[src/pkg/ssc_consts.vh]
/*
 * Constants for the sequencer step configuration register bank:
 * addresses, field positions, reset values and input-routing codes.
 * Assumes a simple synchronous word port on the device side.
 */
`ifndef SSC_CONSTS_VH
`define SSC_CONSTS_VH

`define SSC_ADDR_W 8
`define SSC_DATA_W 16
`define SSC_ADDR_STEP5 8'h95
`define SSC_ADDR_STEP6 8'h96
`define SSC_RST_STEP5 16'h0005
`define SSC_RST_STEP6 16'h0006
`define SSC_RST_POS5 4'h5
`define SSC_EN_BIT 15
`define SSC_GAIN_HI 14
`define SSC_GAIN_LO 13
`define SSC_NEG_BIT 4
`define SSC_POS_HI 3
`define SSC_POS_LO 0
`define SSC_WR_MASK 16'hE01F
`define SSC_ZERO16 16'h0000
`define SSC_GAIN_X1 2'h0
`define SSC_GAIN_X2 2'h1
`define SSC_GAIN_X4 2'h2
`define SSC_POS_TEMP 4'h8
`define SSC_POS_SHORT 4'h9
`define SSC_POS_TEST 4'hA
`define SSC_NEG_GND 2'h0
`define SSC_NEG_IN7 2'h1
`define SSC_NEG_AUTO 2'h2

`endif

[src/ssc_bank.v]
/*
 * Register bank for sequencer steps five and six of the auxiliary
 * converter, with decoded routing outputs for step five; step six drives bit 1 of o_step5_enable and o_step5_internal and a folded o_step6_pad summary.
 * Assumes the host port delivers decoded address, write strobe and
 * read strobe synchronous to i_sys_clk; read data is registered.
 */
`timescale 1ns/1ps
`default_nettype none
`include "ssc_consts.vh"
module ssc_bank (
    input wire i_sys_clk,
    input wire i_rst,
    input wire [7:0] i_addr,
    input wire i_wr,
    input wire i_rd,
    input wire [15:0] i_wdata,
    output reg [15:0] o_rdata,
    output reg o_rvalid,
    output reg o_hit,
    output reg [1:0] o_step5_enable,
    output reg [1:0] o_step5_gain_select,
    output reg [1:0] o_step5_neg_input_select,
    output reg [3:0] o_step5_pos_input_select,
    output reg [1:0] o_step5_internal,
    output reg [1:0] o_step6_pad
);
    // Index 0 is step five, index 1 is step six
    wire [31:0] cfg_flat;
    wire [7:0] step_addr [0:1];
    wire [1:0] gain_w [0:1];
    wire [1:0] neg_w [0:1];
    wire [3:0] pos_w [0:1];
    wire [1:0] int_w;
    reg [15:0] rdata_next;
    reg hit_next;
    assign step_addr[0] = `SSC_ADDR_STEP5;
    assign step_addr[1] = `SSC_ADDR_STEP6;
    genvar g;
    generate
        for (g = 0; g < 2; g = g + 1)
        begin : g_step
            ssc_step_reg #(
                .RST_VALUE(g == 0 ? `SSC_RST_STEP5 : `SSC_RST_STEP6)
            ) u_reg (
                .i_sys_clk(i_sys_clk),
                .i_rst(i_rst),
                .i_wr(i_wr && (i_addr == step_addr[g])),
                .i_wdata(i_wdata),
                .o_value(cfg_flat[16*g+15:16*g])
            );
            ssc_route u_route (
                .i_cfg(cfg_flat[16*g+15:16*g]),
                .o_gain(gain_w[g]),
                .o_neg_sel(neg_w[g]),
                .o_pos_sel(pos_w[g]),
                .o_internal(int_w[g])
            );
        end
    endgenerate
    always @*
    begin
        rdata_next = `SSC_ZERO16;
        hit_next = 1'b0;
        if (i_addr == `SSC_ADDR_STEP5)
        begin
            rdata_next = cfg_flat[15:0];
            hit_next = 1'b1;
        end
        else if (i_addr == `SSC_ADDR_STEP6)
        begin
            rdata_next = cfg_flat[31:16];
            hit_next = 1'b1;
        end
    end
    // Outputs registered so routing follows a write by one cycle
    always @(posedge i_sys_clk)
    begin
        if (i_rst)
        begin
            o_rdata <= `SSC_ZERO16;
            o_rvalid <= 1'b0;
            o_hit <= 1'b0;
            o_step5_enable <= 2'b00;
            o_step5_gain_select <= `SSC_GAIN_X1;
            o_step5_neg_input_select <= `SSC_NEG_GND;
            o_step5_pos_input_select <= `SSC_RST_POS5;
            o_step5_internal <= 2'b00;
            o_step6_pad <= 2'b00;
        end
        else
        begin
            o_rvalid <= i_rd;
            o_hit <= i_rd && hit_next;
            if (i_rd)
                o_rdata <= rdata_next;
            o_step5_enable <= {cfg_flat[16+`SSC_EN_BIT],
                cfg_flat[`SSC_EN_BIT]};
            o_step5_gain_select <= gain_w[0];
            o_step5_neg_input_select <= neg_w[0];
            o_step5_pos_input_select <= pos_w[0];
            o_step5_internal <= int_w;
            o_step6_pad <= gain_w[1] ^ neg_w[1] ^ {2{|pos_w[1]}};
        end
    end
endmodule
`default_nettype wire

[src/ssc_step_reg.v]
/*
 * One step configuration register with reserved bits held at zero.
 * Assumes writes are single-cycle strobes in the i_sys_clk domain.
 */
`timescale 1ns/1ps
`default_nettype none
`include "ssc_consts.vh"
module ssc_step_reg #(
    parameter [15:0] RST_VALUE = 16'h0000
)
(
    input wire i_sys_clk,
    input wire i_rst,
    input wire i_wr,
    input wire [15:0] i_wdata,
    output wire [15:0] o_value
);
    reg [15:0] value_reg;
    always @(posedge i_sys_clk)
    begin
        if (i_rst)
            value_reg <= RST_VALUE;
        else if (i_wr)
            value_reg <= i_wdata & `SSC_WR_MASK;
    end
    assign o_value = value_reg & `SSC_WR_MASK;
endmodule
`default_nettype wire

[src/ssc_route.v]
/*
 * Decodes a step word into gain and input routing selections.
 * Purely combinational; the caller registers the results.
 */
`timescale 1ns/1ps
`default_nettype none
`include "ssc_consts.vh"
module ssc_route (
    input wire [15:0] i_cfg,
    output reg [1:0] o_gain,
    output reg [1:0] o_neg_sel,
    output reg [3:0] o_pos_sel,
    output reg o_internal
);
    always @*
    begin
        o_pos_sel = i_cfg[`SSC_POS_HI:`SSC_POS_LO];
        o_internal = i_cfg[`SSC_POS_HI];
        case (i_cfg[`SSC_GAIN_HI:`SSC_GAIN_LO])
            `SSC_GAIN_X1: o_gain = `SSC_GAIN_X1;
            `SSC_GAIN_X2: o_gain = `SSC_GAIN_X2;
            default: o_gain = `SSC_GAIN_X4;
        endcase
        // Internal sources pick their own reference; bit 4 is a don't-care
        if (i_cfg[`SSC_POS_HI])
            o_neg_sel = `SSC_NEG_AUTO;
        else if (i_cfg[`SSC_NEG_BIT])
            o_neg_sel = `SSC_NEG_IN7;
        else
            o_neg_sel = `SSC_NEG_GND;
    end
endmodule
`default_nettype wire

[config.mk]
export PLATFORM = sky130hd
export DESIGN_NAME = ssc_bank
export DESIGN_NICKNAME = d
export VERILOG_FILES = /design/src/ssc_bank.v /design/src/ssc_step_reg.v /design/src/ssc_route.v
export VERILOG_INCLUDE_DIRS = /design/src /design/src/pkg
export SDC_FILE = /design/constraint.sdc
export NUM_CORES = 1
export LEC_CHECK = 0
export BUFFER_PORTS_ARGS = -buffer_cell sky130_fd_sc_hd__buf_4
export CAP_MARGIN = 0
export CORE_ASPECT_RATIO = 1.75
export CORE_MARGIN = 1.5
export CORE_UTILIZATION = 35
export CTS_BUF_LIST = sky130_fd_sc_hd__clkbuf_4 sky130_fd_sc_hd__clkbuf_8 sky130_fd_sc_hd__clkbuf_16
export CTS_CLUSTER_SIZE = 28
export DETAILED_ROUTE_END_ITERATION = 8
export MAX_ROUTING_LAYER = met4
export PLACE_DENSITY = 0.58
export SLEW_MARGIN = 40
export SYNTH_ARGS = -nofsm -noshare
export SYNTH_HDL_FRONTEND = slang
export SYNTH_SLANG_ARGS = --single-unit
[constraint.sdc]
create_clock -name i_sys_clk -period 3.4 [get_ports i_sys_clk]
set_input_delay 0.17 -clock i_sys_clk [delete_from_list [all_inputs] [get_ports i_sys_clk]]
set_output_delay 0.17 -clock i_sys_clk [all_outputs]
set_load 0.01 [all_outputs]
; ---- Word level (Yosys, flattened, before mapping)
; Cells that the tools add are included.
[word_totals]
reg_bits = 48
elab_cells = 35
out_inout_bits = 32
[op_classes]
n_bitwise = 2
reduce_logical = 7
n_mux = 10
n_eq_ne = 4
[ops]
columns = op, count
row1 = $mux W16, 2
row2 = $eq A8 B8 Y1 const B, 2
row3 = $pmux W2 S2, 2
row4 = $eq A2 B1 Y1 const B, 2
row5 = $logic_not A2 Y1, 2
row6 = $mux W1, 4
row7 = $mux W2, 2
row8 = $reduce_or A4 Y1, 1
row9 = $xor A2 B2 Y2, 2
row10 = $logic_and A1 B1 Y1, 3
row11 = $reduce_or A2 Y1, 1

; ---- Logic depth before layout (Yosys ltp)
[logic_depth]
ltp_word = 4
ltp_mapped = 4
depth_no_buf = 3

; ---- Modules after synthesis
; From an unflattened synthesis, not the netlist that was laid out.
[hier_totals]
cells_unflattened = 206
area_unflattened_um2 = 2093.3
[by_module_without_submodules]
columns = mod, area_per_inst_um2, n_inst, cells_each, seq_area_each_um2
row1 = ssc_bank, 1242.4, 1, 118, 640.6
row2 = ssc_step_reg, 356.6, 2, 35, 160.2
row3 = ssc_route, 68.8, 2, 9, 0.0

; ---- Worst setup path after synthesis
; Ideal clock, no wire load.
[synth_path]
path_kind = register -> register
startpoint = reg g_step[1].u_reg.value_reg[0]
endpoint = reg o_step6_pad[0]
slack_ns = 2.149
arrival_time_ns = 1.130
setup_ns = 0.121
required_time_ns = 3.279
path_buffers = 0
stages_incl_launch_ff = 4
path_cell_list = dfxtp_1 nor3_1 mux2i_1 mux2_2
[synth_via]
elab_chain_len = 2
[synth_lines]
columns = element, line_no
row1 = start: declaration, ssc_step_reg.v:18  ; reg [15:0] value_reg;
row2 = start signal: assignment, ssc_step_reg.v:24  ; value_reg <= i_wdata & `SSC_WR_MASK;
row3 = $reduce_or A4 Y1, ssc_bank.v:102  ; o_step6_pad <= gain_w[1] ^ neg_w[1] ^ {2{|pos_w[1]}};
row4 = $xor A2 B2 Y2, ssc_bank.v:102
row5 = end signal: assignment, ssc_bank.v:102
row6 = end: declaration, ssc_bank.v:25  ; output reg [1:0] o_step6_pad
; Every way passes these cells.
; A chain may end at the register's enable or synchronous reset.

; ---- Final worst setup path
; Ends and elaborated chain as after synthesis.

==> results.toml <==
[status]
status = "completed"

[logic_synthesis]
yosysSeqAreaShare_pct = 47.54
ys.warnings.count = 0
syn_avg_cell_area_um2 = 10.19
ys_ff_latch = 38
yosys.area.top_type = "dfxtp_1"
syn_inst = 157
ys_types = 32
synth_top_area_share_pct = 47.54
syn-cell-area_um2 = 1600
synth_area_leaders = "dfxtp_1, nand2b_1, mux2i_1"

[global_routing]
overflow = 0
track_usage_pct = 14.87
antenna_found_initial = 0
grt_max_degree = 40
grt_pass1_wl_um = 5375
first_global_vias = 1151

[finish]
finalInstanceArea_um2 = 1956
largest_reg_flops = 16
syn_to_final_growth_pct = 22.21
nFillCells = 473
final_cell_mix = "buf_4, dfxtp_1, nand2b_1"
regArea_um2 = 760.7
mostFrequentLayoutCell = "buf_4"
post-route-util_pct = 44.40
drive_gt1_share_pct = 30.26
multi_input_area_um2 = 706.9
nNetsFinal = 223
antennaDiodeCount = 0

[die]
start_util_pct = 36.34
die_w_um = 54.12
die_h_um = 92.45
rows = 32
core_um2 = 4404
die-area_um2 = 5003
ios = 60

[power_and_ir_drop]
p_leak_nw = 0.8560
peakVddDrop_uv = 301.2
p_per_area_nw_per_um2 = 403.7
total_power_w = 0.0007895

[routing]
num_vias = 1178
drt-pass1-iter-count = 4
detail_route.wl_per_cell_um = 13.24
via_per_inst = 4.789
drtAntennaViolNets = 0
route.detailed.drc = 0
totalWireLength_um = 3257
detail_route.iter0.violations = 25

[critical_path]
critical_path_class = "reg2reg"
r2r_cells = 3
cp.arrival_ns = 1.65
cp_max_fo = 3
r2r-start = "g_step[1].u_reg.value_reg[0]"
crit_required_ns = 3.57
r2r_end = "o_step6_pad[0]"
start_kind = "flip-flop"
rrSetupSlack_ns = 1.93
endpoint_kind = "flip-flop"

[cts]
cts_hold_buf = 0
clk_pin_slew_ns = 0.07
cts_root_buf = "clkbuf_8"
cts_buffers = 5
cts_tree = "done"
clk_latency_ns = 0.28
clock_sinks = 38
clock_path_buffers = 2
ctsResizeCount = 0
post_cts_buffers = 0
htree_levels = 2

[timing]
fin_worst_skew_ns = 0.003830
rsz0062_at_grt = "false"
slew_headroom_pct = 46.37
drv_slew = 0
setup_violations = 0
fin_tns_setup_ns = 0
tightest_slew_ns = 0.8028
period_share_pct = 43.34
hold_viol = 0
fin_crit_ns = 1.474
clock.fmax_ghz = 0.6786
hold_ws_ns = 0.1608

[hold_path]
min_to = "g_step[1].u_reg.value_reg[2]"
hold_path.class = "in2reg"
min_path_cells = 3
min_from = "i_wdata[2]"

[run]
drv_cap = 0

[placement]
port_buffers = 43
gp_congestion = 0.7181
dp_hpwl_um = 2429
post_dp_cell_area_um2 = 1877
stage by stage:
step           worst slack (ns)  std cells
2_1_floorplan             2.149        164
3_3_place_gp              1.735        239
3_5_place_dp              1.746        239
4_1_cts                   1.933        246
5_1_grt                   1.863        246
6_report                  1.926        246
area by class of cell:
class                      count  share of cell area [%]
inverter                       6                   1.152
sequential                    38                   38.90
tap                           51                   3.263
timing repair buffer          43                   16.51
clock buffer                   5                   3.519
clock inverter                 2                  0.5118
multi-input combinational    101                   36.15
power breakdown:
| part | total, W | switching, W | internal, W |
|---|---|---|---|
| registers | 0.000448 | 0.000000724 | 0.000447 |
| clock network | 0.000286 | 0.000148 | 0.000137 |
| logic | 0.0000560 | 0.0000282 | 0.0000278 |
| total | 0.000790 | 0.000177 | 0.000612 |
cells by family after synthesis:
kind of cell	Yosys count	share of synthesized area, %
AOI/OAI and AO/OA	23	10.63
buffers and inverters	25	9.929
DFF	38	47.54
muxes	16	10.40
other	1	0.2343
and+or+nand+nor	54	21.27
critical path, cell delays in order (launching register included):
cell and delay, ns:
dfxtp_1 0.32, nor3_1 0.38, mux2i_1 0.30, mux2_2 0.36
worst max path at each step:
stage | startpoint | end | cells after the start
5_1_grt | g_step[1].u_reg.value_reg[1] | o_step6_pad[0] | 3
4_1_cts | g_step[1].u_reg.value_reg[1] | o_step6_pad[0] | 3
2_1_floorplan | g_step[1].u_reg.value_reg[0] | o_step6_pad[0] | 3
3_3_place_gp | i_addr[0] | g_step[1].u_reg.value_reg[14] | 4
6_report | g_step[1].u_reg.value_reg[0] | o_step6_pad[0] | 3
3_5_place_dp | i_addr[0] | g_step[1].u_reg.value_reg[14] | 4
metal layers:
metal	vias up	track usage (%)	part of all wire, %
li1	593	-	-
met2	31	23.98	56
met3	2	2.419	3.6
met4	0	7.500	0.58
met1	552	17.19	39
met5	-	-	0
synthesized netlist by cell type (all sizes together):
master	count
o21bai	1
buf	15
nor3b	1
a31oi	2
clkbuf	4
and3b	1
or3	1
inv	6
nand2	1
or2b	1
nor2	9
o32ai	8
a22oi	8
nand4	1
dfxtp	38
and2b	1
and4bb	1
and3	1
a21oi	3
conb	1
nor3	1
nor2b	7
nand2b	25
o21ai	1
mux2	2
and4	1
mux2i	14
or2	2
Note: power is estimated with default switching activity, not from simulation.
